$ cat src/rtl/aft_pkg.sv
// Purpose: Shared constants for the feature and temperature command decoder
// Assumes: Task-file registers arrive as plain byte ports
// Notes: Codes and fields only, no logic
package aft_pkg;
    localparam logic [7:0] CMD_TEMP_SENSE = 8'hf0;
    localparam logic [7:0] CMD_SET_FEATURES = 8'hef;
    localparam logic [7:0] TEMP_FEATURE_OK = 8'h01;

    localparam logic [7:0] SF_WCACHE_ON = 8'h02;
    localparam logic [7:0] SF_XFER_MODE = 8'h03;
    localparam logic [7:0] SF_APM_ON = 8'h05;
    localparam logic [7:0] SF_PUIS_ON = 8'h06;
    localparam logic [7:0] SF_PUIS_SPINUP = 8'h07;
    localparam logic [7:0] SF_LINK_ON = 8'h10;
    localparam logic [7:0] SF_SECT_TIME = 8'h43;
    localparam logic [7:0] SF_EPC = 8'h4a;
    localparam logic [7:0] SF_RLA_OFF = 8'h55;
    localparam logic [7:0] SF_REVERT_OFF = 8'h66;
    localparam logic [7:0] SF_WCACHE_OFF = 8'h82;
    localparam logic [7:0] SF_APM_OFF = 8'h85;
    localparam logic [7:0] SF_PUIS_OFF = 8'h86;
    localparam logic [7:0] SF_LINK_OFF = 8'h90;
    localparam logic [7:0] SF_RLA_ON = 8'haa;
    localparam logic [7:0] SF_REVERT_ON = 8'hcc;

    // Transfer mode: type in [7:3], mode number in [2:0]
    localparam int XF_TYPE_LSB = 3;
    localparam logic [4:0] XF_PIO_DEFAULT = 5'h00;
    localparam logic [4:0] XF_PIO_FLOW = 5'h01;
    localparam logic [4:0] XF_MWDMA = 5'h04;
    localparam logic [4:0] XF_UDMA = 5'h08;
    localparam logic [2:0] XF_PIO_DEF_IORDY_OFF = 3'h1;
    localparam logic [2:0] XF_PIO_FLOW_MAX = 3'h4;
    localparam logic [2:0] XF_MWDMA_MAX = 3'h2;
    localparam logic [2:0] XF_UDMA_MAX = 3'h6;

    localparam logic [7:0] APM_ABORT_LO = 8'h00;
    localparam logic [7:0] APM_ABORT_HI = 8'hff;

    // Device/head bits that must be one for set-features
    localparam int DH_BIT7 = 7;
    localparam int DH_BIT5 = 5;

    // Error and status bit positions
    localparam int ERR_ABT = 2;
    localparam int ST_BSY = 7;
    localparam int ST_RDY = 6;
    localparam int ST_DSC = 4;
    localparam int ST_ERR = 0;

    localparam logic [7:0] ERR_RESET = 8'h00;
    localparam logic [7:0] STATUS_RESET = 8'h50;
    localparam logic [7:0] XFER_RESET = 8'h00;
    localparam logic [7:0] APM_RESET = 8'h00;
    localparam logic [7:0] TEMP_RESET = 8'h00;
endpackage : aft_pkg

$ cat src/rtl/aft_cmd_decoder.sv
// Purpose: Decoder for the temperature sense and set-features commands
// Assumes: Host strobes cmd_wr with the command and the other registers already stable
// Notes: Execution takes two cycles, busy shown in between
`timescale 1ns/10ps
module aft_cmd_decoder #(
    parameter int LINK_FEAT_W = 8
) (
    input wire logic sys_clk,
    input wire logic rst,
    input wire logic cmd_wr,
    input wire logic [7:0] cmd_code,
    input wire logic [7:0] feature,
    input wire logic [7:0] sector_count,
    input wire logic [7:0] sector_number,
    input wire logic [7:0] cyl_low,
    input wire logic [7:0] cyl_high,
    input wire logic [7:0] device_head,
    input wire logic signed [10:0] temp_half_deg,
    output logic [7:0] command_error_flags,
    output logic [7:0] command_status_flags,
    output logic [7:0] result_count,
    output logic wcache_en,
    output logic rla_en,
    output logic revert_en,
    output logic release_irq_en,
    output logic apm_en,
    output logic [7:0] apm_level,
    output logic puis_en,
    output logic in_standby,
    output logic spinup_req,
    output logic [LINK_FEAT_W-1:0] link_feat_en,
    output logic [7:0] xfer_mode,
    output logic iordy_off,
    output logic [15:0] pio_sect_time,
    output logic [15:0] dma_sect_time,
    output logic epc_req,
    output logic [7:0] epc_arg
);
    ////////////////////////////////////////////////////////////////////////
    typedef enum logic [2:0] {
        AFT_IDLE = 3'b001,
        AFT_EXEC = 3'b010,
        AFT_DONE = 3'b100
    } aft_state_t;

    aft_state_t state_r;
    aft_state_t state_nxt;
    logic [7:0] cmd_r;
    logic [7:0] feat_r;
    logic [7:0] cnt_r;
    logic [7:0] snum_r;
    logic [7:0] cyl_lo_r;
    logic [7:0] cyl_hi_r;
    logic [7:0] dh_r;
    logic abort;
    logic [7:0] temp_code;
    logic [4:0] xf_type;
    logic [2:0] xf_mode;
    logic xf_ok;
    logic apm_ok;
    logic link_ok;
    logic do_sf;

    aft_temp_encode u_temp (
        .temp_half_deg(temp_half_deg),
        .code(temp_code)
    );

    ////////////////////////////////////////////////////////////////////////
    // Capture the task file once, so the host may change it mid-command
    always_ff @(posedge sys_clk) begin
        if (rst) begin
            cmd_r <= 8'h00;
            feat_r <= 8'h00;
            cnt_r <= 8'h00;
            snum_r <= 8'h00;
            cyl_lo_r <= 8'h00;
            cyl_hi_r <= 8'h00;
            dh_r <= 8'h00;
        end else if (cmd_wr && state_r == AFT_IDLE) begin
            cmd_r <= cmd_code;
            feat_r <= feature;
            cnt_r <= sector_count;
            snum_r <= sector_number;
            cyl_lo_r <= cyl_low;
            cyl_hi_r <= cyl_high;
            dh_r <= device_head;
        end
    end

    always_comb begin
        state_nxt = state_r;
        unique case (state_r)
            AFT_IDLE: begin
                if (cmd_wr) begin
                    state_nxt = AFT_EXEC;
                end
            end
            AFT_EXEC: begin
                state_nxt = AFT_DONE;
            end
            AFT_DONE: begin
                state_nxt = AFT_IDLE;
            end
            default: begin
                state_nxt = AFT_IDLE;
            end
        endcase
    end

    always_ff @(posedge sys_clk) begin
        if (rst) begin
            state_r <= AFT_IDLE;
        end else begin
            state_r <= state_nxt;
        end
    end

    ////////////////////////////////////////////////////////////////////////
    // Decode and validity
    assign xf_type = cnt_r[7:aft_pkg::XF_TYPE_LSB];
    assign xf_mode = cnt_r[aft_pkg::XF_TYPE_LSB-1:0];

    always_comb begin
        unique case (xf_type)
            aft_pkg::XF_PIO_DEFAULT: xf_ok = xf_mode <= aft_pkg::XF_PIO_DEF_IORDY_OFF;
            aft_pkg::XF_PIO_FLOW: xf_ok = xf_mode <= aft_pkg::XF_PIO_FLOW_MAX;
            aft_pkg::XF_MWDMA: xf_ok = xf_mode <= aft_pkg::XF_MWDMA_MAX;
            aft_pkg::XF_UDMA: xf_ok = xf_mode <= aft_pkg::XF_UDMA_MAX;
            default: xf_ok = 1'b0;
        endcase
    end

    assign apm_ok = cnt_r != aft_pkg::APM_ABORT_LO && cnt_r != aft_pkg::APM_ABORT_HI;
    // Link features beyond the vector width are refused
    assign link_ok = cnt_r != 8'h00 && cnt_r < 8'(LINK_FEAT_W);

    always_comb begin
        abort = 1'b0;
        if (cmd_r == aft_pkg::CMD_TEMP_SENSE) begin
            abort = feat_r != aft_pkg::TEMP_FEATURE_OK;
        end else if (cmd_r == aft_pkg::CMD_SET_FEATURES) begin
            if (!dh_r[aft_pkg::DH_BIT7] || !dh_r[aft_pkg::DH_BIT5]) begin
                abort = 1'b1;
            end else begin
                unique case (feat_r)
                    aft_pkg::SF_WCACHE_ON, aft_pkg::SF_WCACHE_OFF, aft_pkg::SF_APM_OFF,
                    aft_pkg::SF_PUIS_ON, aft_pkg::SF_PUIS_OFF, aft_pkg::SF_PUIS_SPINUP,
                    aft_pkg::SF_SECT_TIME, aft_pkg::SF_EPC, aft_pkg::SF_RLA_OFF,
                    aft_pkg::SF_RLA_ON, aft_pkg::SF_REVERT_OFF, aft_pkg::SF_REVERT_ON: abort = 1'b0;
                    aft_pkg::SF_XFER_MODE: abort = !xf_ok;
                    aft_pkg::SF_APM_ON: abort = !apm_ok;
                    aft_pkg::SF_LINK_ON, aft_pkg::SF_LINK_OFF: abort = !link_ok;
                    default: abort = 1'b1;
                endcase
            end
        end else begin
            // Other opcodes belong to other decoders; refused here
            abort = 1'b1;
        end
    end

    assign do_sf = state_r == AFT_EXEC && cmd_r == aft_pkg::CMD_SET_FEATURES && !abort;

    ////////////////////////////////////////////////////////////////////////
    // Feature settings
    always_ff @(posedge sys_clk) begin
        if (rst) begin
            wcache_en <= 1'b1;
            rla_en <= 1'b1;
            revert_en <= 1'b0;
            release_irq_en <= 1'b0;
            apm_en <= 1'b0;
            apm_level <= aft_pkg::APM_RESET;
            puis_en <= 1'b0;
            xfer_mode <= aft_pkg::XFER_RESET;
            iordy_off <= 1'b0;
            pio_sect_time <= 16'h0000;
            dma_sect_time <= 16'h0000;
            epc_arg <= 8'h00;
        end else if (do_sf) begin
            unique case (feat_r)
                aft_pkg::SF_WCACHE_ON: wcache_en <= 1'b1;
                aft_pkg::SF_WCACHE_OFF: wcache_en <= 1'b0;
                aft_pkg::SF_APM_ON: begin
                    apm_en <= 1'b1;
                    apm_level <= cnt_r;
                end
                aft_pkg::SF_APM_OFF: apm_en <= 1'b0;
                aft_pkg::SF_PUIS_ON: puis_en <= 1'b1;
                aft_pkg::SF_PUIS_OFF: puis_en <= 1'b0;
                aft_pkg::SF_XFER_MODE: begin
                    xfer_mode <= cnt_r;
                    iordy_off <= xf_type == aft_pkg::XF_PIO_DEFAULT
                        && xf_mode == aft_pkg::XF_PIO_DEF_IORDY_OFF;
                end
                aft_pkg::SF_SECT_TIME: begin
                    pio_sect_time <= {snum_r, cnt_r};
                    dma_sect_time <= {cyl_hi_r, cyl_lo_r};
                end
                aft_pkg::SF_EPC: epc_arg <= cnt_r;
                aft_pkg::SF_RLA_OFF: rla_en <= 1'b0;
                aft_pkg::SF_RLA_ON: rla_en <= 1'b1;
                aft_pkg::SF_REVERT_OFF: revert_en <= 1'b0;
                aft_pkg::SF_REVERT_ON: revert_en <= 1'b1;
                default: begin
                end
            endcase
        end
    end

    // Link feature bits, one flop each
    genvar gi;
    generate
        for (gi = 0; gi < LINK_FEAT_W; gi++) begin : g_link
            always_ff @(posedge sys_clk) begin
                if (rst) begin
                    link_feat_en[gi] <= 1'b0;
                end else if (do_sf && cnt_r == 8'(gi)) begin
                    if (feat_r == aft_pkg::SF_LINK_ON) begin
                        link_feat_en[gi] <= 1'b1;
                    end else if (feat_r == aft_pkg::SF_LINK_OFF) begin
                        link_feat_en[gi] <= 1'b0;
                    end
                end
            end
        end
    endgenerate

    ////////////////////////////////////////////////////////////////////////
    // Standby and spin-up; standby is entered by the PUIS-on subcommand, and reset clears it
    always_ff @(posedge sys_clk) begin
        if (rst) begin
            in_standby <= 1'b0;
            spinup_req <= 1'b0;
            epc_req <= 1'b0;
        end else begin
            spinup_req <= do_sf && feat_r == aft_pkg::SF_PUIS_SPINUP && in_standby;
            epc_req <= do_sf && feat_r == aft_pkg::SF_EPC;
            if (do_sf && feat_r == aft_pkg::SF_PUIS_SPINUP) begin
                in_standby <= 1'b0;
            end else if (do_sf && feat_r == aft_pkg::SF_PUIS_ON) begin
                in_standby <= 1'b1;
            end
        end
    end

    ////////////////////////////////////////////////////////////////////////
    // Result and status; temperature sense never checks standby
    always_ff @(posedge sys_clk) begin
        if (rst) begin
            command_error_flags <= aft_pkg::ERR_RESET;
            command_status_flags <= aft_pkg::STATUS_RESET;
            result_count <= aft_pkg::TEMP_RESET;
        end else begin
            unique case (state_r)
                AFT_IDLE: begin
                    if (cmd_wr) begin
                        command_status_flags <= 8'h80;
                        command_error_flags <= 8'h00;
                    end
                end
                AFT_EXEC: begin
                    command_status_flags <= 8'h80;
                    if (cmd_r == aft_pkg::CMD_TEMP_SENSE && !abort) begin
                        result_count <= temp_code;
                    end
                end
                AFT_DONE: begin
                    command_error_flags[aft_pkg::ERR_ABT] <= abort;
                    command_status_flags <= 8'h00;
                    command_status_flags[aft_pkg::ST_RDY] <= 1'b1;
                    command_status_flags[aft_pkg::ST_DSC] <= 1'b1;
                    command_status_flags[aft_pkg::ST_ERR] <= abort;
                end
                default: begin
                end
            endcase
        end
    end
endmodule : aft_cmd_decoder

$ cat src/rtl/aft_temp_encode.sv
// Purpose: Encode a raw temperature into the result byte
// Assumes: Input in half degrees above -20 degC, signed
// Notes: Saturates at both ends
`timescale 1ns/10ps
module aft_temp_encode (
    input wire logic signed [10:0] temp_half_deg,
    output logic [7:0] code
);
    // Raw 1..254 maps straight, value/2 - 20 degC
    always_comb begin
        if (temp_half_deg <= 11'sd0) begin
            code = 8'h00;
        end else if (temp_half_deg >= 11'sd255) begin
            code = 8'hff;
        end else begin
            code = temp_half_deg[7:0];
        end
    end
endmodule : aft_temp_encode

$ cat config.mk
export PLATFORM = sky130hd
export DESIGN_NAME = aft_cmd_decoder
export DESIGN_NICKNAME = d
export VERILOG_FILES = /design/src/rtl/aft_pkg.sv /design/src/rtl/aft_cmd_decoder.sv /design/src/rtl/aft_temp_encode.sv
export SDC_FILE = /design/constraint.sdc
export NUM_CORES = 1
export LEC_CHECK = 0
export ABC_AREA = 1
export BUFFER_PORTS_ARGS = -buffer_cell sky130_fd_sc_hd__buf_2
export CORE_UTILIZATION = 45
export CTS_CLUSTER_DIAMETER = 80
export CTS_CLUSTER_SIZE = 25
export DETAILED_ROUTE_END_ITERATION = 7
export GPL_TIMING_DRIVEN = 1
export PLACE_DENSITY = 0.67
export SYNTH_ARGS = -nofsm -noshare
export SYNTH_HDL_FRONTEND = slang
export SYNTH_SLANG_ARGS = --single-unit
$ cat constraint.sdc
create_clock -name sys_clk -period 2.1 [get_ports sys_clk]
set_input_delay 0.42 -clock sys_clk [delete_from_list [all_inputs] [get_ports sys_clk]]
set_output_delay 0.42 -clock sys_clk [all_outputs]
set_load 0.005 [all_outputs]
[Word-level counts from Yosys, hierarchy flattened]
Cells that the tools add are included.
Storage, ports and cells
  bits in registers: 149
  input bits: 70
Cells by class
  magnitude comparators: 7
  equality and inequality tests: 35
  mux-type cells: 20
  reduce and logical (&&, ||, !) cells: 60
Operators with widths (number)
  $eq A8 B8 Y1 const B: 8
  $eq A8 B3 Y1 const B: 7
  $reduce_and A2 Y1: 20
  $eq A8 B2 Y1 const B: 4
  $eq A8 B7 Y1 const B: 4
  $mux W8: 3
  $pmux W8 S3: 1
  $logic_and A1 B1 Y1: 19
  $reduce_bool A2 Y1: 7
  $pmux W1 S2: 6
  $reduce_or A12 Y1: 1
  $ge A11 B9 Y1 const B: 1
  $le A11 B1 Y1 const B: 1
  $eq A8 B1 Y1 const B: 1
  $eq A8 B5 Y1 const B: 1
  $logic_not A8 Y1: 1
  $lt A8 B4 Y1 const B: 1
  $ne A8 B1 Y1 const B: 1
  $ne A8 B8 Y1 const B: 1
  $pmux W1 S4: 2
  $reduce_bool A8 Y1: 1
  $eq A3 B1 Y1 const B: 2
  $le A3 B3 Y1 const B: 2
  $logic_not A1 Y1: 6
  15 further kinds: 21

[Depth between registers and ports, before layout]
  depth after elaboration: 11
  depth in mapped cells: 17
  depth with buffers taken out: 16

[Cells and area by module]
Synthesis repeated with hierarchy kept, for this count alone.
Unflattened totals
  cells, all modules: 938
  area total of the unflattened synthesis: 6282.3 um^2
Modules (own cells, without submodules)
  aft_cmd_decoder: instances 1, cells each 900, area an instance 6124.6 um^2, sequential area each 2762.6 um^2
  aft_temp_encode: instances 1, cells each 38, area an instance 157.7 um^2, sequential area each 0.0 um^2

[Worst setup path before layout]
Ideal clock, no wire load.
  kind: flip-flop to flip-flop
  from: register cnt_r[6]
  to: register pio_sect_time[4]
  setup time: 0.113 ns
  arrival time: 1.693 ns
  data required time: 1.987 ns
  slack: 0.294 ns
  cell stages (with the launch flop): 17
  buffers on the path: 2
  cell sequence: dfxtp_1 > buf_2 > nor2_4 > nand2_2 > nor2_4 > nand2_2 > nand2_2 > nand3_2 > nor2_4 > nand2_4 > nand2_8 > nand2_8 > nor2_8 > inv_6 > buf_4 > nor2_1 > nor2_1
Between the ends
  longest elaborated chain between the ends: 10
RTL lines
  start: declaration: RTL line aft_cmd_decoder.sv:50  | logic [7:0] cnt_r;
  start signal: assignment: RTL line aft_cmd_decoder.sv:83  | cnt_r <= sector_count;
  $lt A8 B4 Y1, or another cell as far along: RTL line aft_cmd_decoder.sv:136  | assign link_ok = cnt_r != 8'h00 && cnt_r < 8'(LINK_FEAT_W);
  $logic_and A1 B1 Y1, or another cell as far along: RTL line aft_cmd_decoder.sv:136
  $logic_not A1 Y1, on equally long branches: RTL line aft_cmd_decoder.sv:153, aft_cmd_decoder.sv:151, aft_cmd_decoder.sv:152
  $pmux W1 S4 (*): RTL line aft_cmd_decoder.sv:146  | unique case (feat_r)
  $mux W1 (*): RTL line aft_cmd_decoder.sv:143  | if (!dh_r[aft_pkg::DH_BIT7] || !dh_r[aft_pkg::DH_BIT5]) begin
  $mux W1 (*): RTL line aft_cmd_decoder.sv:142  | end else if (cmd_r == aft_pkg::CMD_SET_FEATURES) begin
  $mux W1 (*): RTL line aft_cmd_decoder.sv:140  | if (cmd_r == aft_pkg::CMD_TEMP_SENSE) begin
  $logic_not A1 Y1 (*): RTL line aft_cmd_decoder.sv:163  | assign do_sf = state_r == AFT_EXEC && cmd_r == aft_pkg::CMD_SET_FEATURES && !abort;
  $logic_and A1 B1 Y1 (*): RTL line aft_cmd_decoder.sv:163
  $reduce_and A2 Y1 (no line) (*)
  end signal: assignment: RTL line aft_cmd_decoder.sv:198  | pio_sect_time <= {snum_r, cnt_r};
  end: declaration: RTL line aft_cmd_decoder.sv:34  | output logic [15:0] pio_sect_time,
Mark *: on every way between the ends. The rest lies on a longest branch, timed or not.
A chain may end at the register's enable or synchronous reset.

[Worst setup path in the final report]
  from: register feat_r[4]
  to: register apm_level[6]
Between the ends
  longest elaborated chain between the ends: 9
RTL lines
  start: declaration: RTL line aft_cmd_decoder.sv:49  | logic [7:0] feat_r;
  start signal: assignment: RTL line aft_cmd_decoder.sv:82  | feat_r <= feature;
  $eq A8 B3 Y1, or another cell as far along: RTL line aft_cmd_decoder.sv:146
  $reduce_or A12 Y1 or $reduce_or A2 Y1 (tied branches): RTL line aft_cmd_decoder.sv:146
  $pmux W1 S4: RTL line aft_cmd_decoder.sv:146
  $mux W1: RTL line aft_cmd_decoder.sv:143
  $mux W1: RTL line aft_cmd_decoder.sv:142
  $mux W1: RTL line aft_cmd_decoder.sv:140
  $logic_not A1 Y1: RTL line aft_cmd_decoder.sv:163
  $logic_and A1 B1 Y1: RTL line aft_cmd_decoder.sv:163
  $reduce_and A2 Y1 (no line) (*)
  end signal: assignment: RTL line aft_cmd_decoder.sv:174  | apm_level <= aft_pkg::APM_RESET;
  end signal: assignment: RTL line aft_cmd_decoder.sv:187  | apm_level <= cnt_r;
  end: declaration: RTL line aft_cmd_decoder.sv:27  | output logic [7:0] apm_level,
Marks and branches as above.

==> results.json <==
{
  "status": "completed",
  "synth-xor-area-share": 0,
  "grt_pass1_wl_mm": 23.2,
  "core_area_um2": 12900,
  "crit_arrival_ns": 2.31,
  "finalClockSkew_ns": 0.00813,
  "slew_violations": 0,
  "synthSimpleGateAreaFrac": 0.289,
  "ioPinCount": 168,
  "synth_area_leaders": "dfxtp_1, nor2_1, nand2_1, inv_1, o21ai_0",
  "ys_warn_count": 0,
  "crit_path_end_kind": "register",
  "power.leakage_nw": 3.92,
  "clock_sinks": 138,
  "period_share": 0.933,
  "synthAdderAreaFrac": 0,
  "setup-violations-final": 0,
  "drtAntennaViolNets": 0,
  "synth.mux.area_fraction": 0,
  "nNetsFinal": 1075,
  "first_global_vias": 4881,
  "syn_to_final_growth_pct": 27.8,
  "dieArea_um2": 13900,
  "crit_type": "reg -> reg",
  "synth_top_cell_by_area": "dfxtp_1",
  "track_usage": 0.206,
  "dieWidth_um": 118,
  "vias": 5483,
  "drive_gt1_frac": 0.283,
  "synth_top_area_share": 0.457,
  "n_antenna_cell": 0,
  "r2r_slack_ns": 0.14,
  "clockRootBuffer": "clkbuf_16",
  "ir_drop_mv": 0.573,
  "max_freq_ghz": 0.510,
  "port_buffers": 149,
  "drt-initial-drc-count": 383,
  "initial_core_util": 0.470,
  "grt_max_degree": 75,
  "min_period_ns": 1.96,
  "cts-htree-levels": 4,
  "max-clock-path-buffers": 2,
  "synthDistinctLibCells": 35,
  "drc": 0,
  "synth_compound_area_frac": 0.124,
  "clk_pin_slew_ns": 0.06,
  "wl_per_cell_um": 11.8,
  "path_max_fanout": 9,
  "vias_per_cell": 4.61,
  "cp-start-kind": "register",
  "layout_commonest_cell": "nor2_1",
  "overflow": 0,
  "layout_common_cells": "nor2_1, buf_2, dfxtp_1",
  "synthesis.area_um2": 6050,
  "postSynthAreaPerCell_um2": 7.15,
  "totalPowerFinal_mw": 6.58,
  "synth_top_family_by_area": "simple AND/OR/NAND/NOR gates",
  "ys_ff_latch": 138,
  "cts_inserted_buffers": 17,
  "synth_cells": 846,
  "finalWirelength_mm": 14.1,
  "die_h_um": 118,
  "hold_violations": 0,
  "tritoncts": "yes",
  "gp_congestion": 0.892,
  "holdWs_ns": 0.227,
  "rows": 41,
  "dr.pass1.iters": 4,
  "hpwl_mm": 9.81,
  "ys_seq_area_frac": 0.457,
  "p_per_area_nw_per_um2": 851,
  "worstPathRequired_ns": 2.45,
  "antenna_found_initial": 0,
  "hold_class": "in -> reg",
  "cap_violations": 0,
  "clkLatencyLatePin_ns": 0.42
}
-- timing repair --
action / CTS / global route
pin swaps: 0 / 4
buffers inserted: 0 / 4
setup endpoints to repair: 17 / 55
resized for setup: 1 / 24
cloned: 0 / 0
hold buffers: 0 / 0
-- metrics by stage --
step                       util   TNS, ns  worst slack (ns)  area [µm²]  instances
after floorplan               -         0             0.294        6090        857
after global placement    0.546    -0.197           -0.0208        7030       1154
after detailed placement  0.546   -0.0521           -0.0171        7030       1154
after CTS                 0.594         0           0.00558        7650       1186
after global routing      0.600  -0.00596          -0.00314        7730       1190
final                     0.600         0             0.140        7730       1190
-- layout make-up --
class / instances / area [µm²]
Clock buffer: 20 / 447
Clock inverter: 12 / 173
Fill cell: 1258 / 5140
Inverter: 117 / 448
Multi-Input combinational cell: 548 / 2580
Sequential cell: 138 / 2770
Tap cell: 172 / 215
Timing Repair Buffer: 183 / 1090
-- sequential cells by signal (all words and copies together), names as in the netlist, 2 cells and up --
name / cells
cmd_r: 8
result_count: 8
feat_r: 8
snum_r: 8
apm_level: 8
xfer_mode: 8
link_feat_en: 8
pio_sect_time: 16
cnt_r: 8
cyl_hi_r: 8
cyl_lo_r: 8
dh_r: 2
command_status_flags: 3
dma_sect_time: 16
epc_arg: 8
state_r: 3
-- cell families (layout without fill, tap and decap cells) --
family	after synthesis	in the layout
AND/OR/NAND/NOR	389	389
buffers and inverters	171	332
AO/OA/AOI/OAI	147	147
flip-flops	138	138
other	1	12
-- cells in the mapped netlist, drive strengths merged --
library cell,number
a31o,1
buf,35
nor4,5
nand3,22
nand2,160
nor2,175
a21boi,1
nand4,10
inv,117
a22oi,2
o21ai,80
o211ai,1
nand3b,1
a21oi,62
dfxtp,138
or2,3
clkbuf,19
conb,1
nor3,13
-- worst max-delay path, cell delays in order (launching register included) --
cell	delay [ns]
dfxtp_1	0.34
inv_2	0.09
nand2_4	0.07
nor2_4	0.20
inv_2	0.06
nor3_2	0.14
nand3_2	0.20
nand2_8	0.16
nand2_8	0.09
nor2_4	0.20
buf_4	0.14
o21ai_0	0.07
nor2_1	0.13
-- final timing paths --
path         cells after the start                            to                    startpoint
min reg2reg                      2  link_feat_en[0]$_SDFFE_PP0P_  link_feat_en[0]$_SDFFE_PP0P_
min                              3         cmd_r[1]$_SDFFE_PP0P_                   cmd_code[1]
max reg2reg                     12     apm_level[6]$_SDFFE_PP0P_        feat_r[4]$_SDFFE_PP0P_
max                             12     apm_level[6]$_SDFFE_PP0P_        feat_r[4]$_SDFFE_PP0P_
-- where the power goes --
part,leakage [nW],switching [mW],internal (mW),total (mW)
sequential,1.13,0.0859,2.74,2.82
combinational,2.49,0.389,0.241,0.630
clock,0.300,1.11,2.01,3.12
-- routing by layer --
metal | vias to the layer above | track usage | share of wire
met5 | - | 0 | 0
li1 | 2924 | - | -
met4 | 0 | 0.0729 | 0.0056
met3 | 7 | 0.0499 | 0.044
met2 | 131 | 0.304 | 0.44
met1 | 2421 | 0.290 | 0.51
Power figures use the tool's default switching activity.
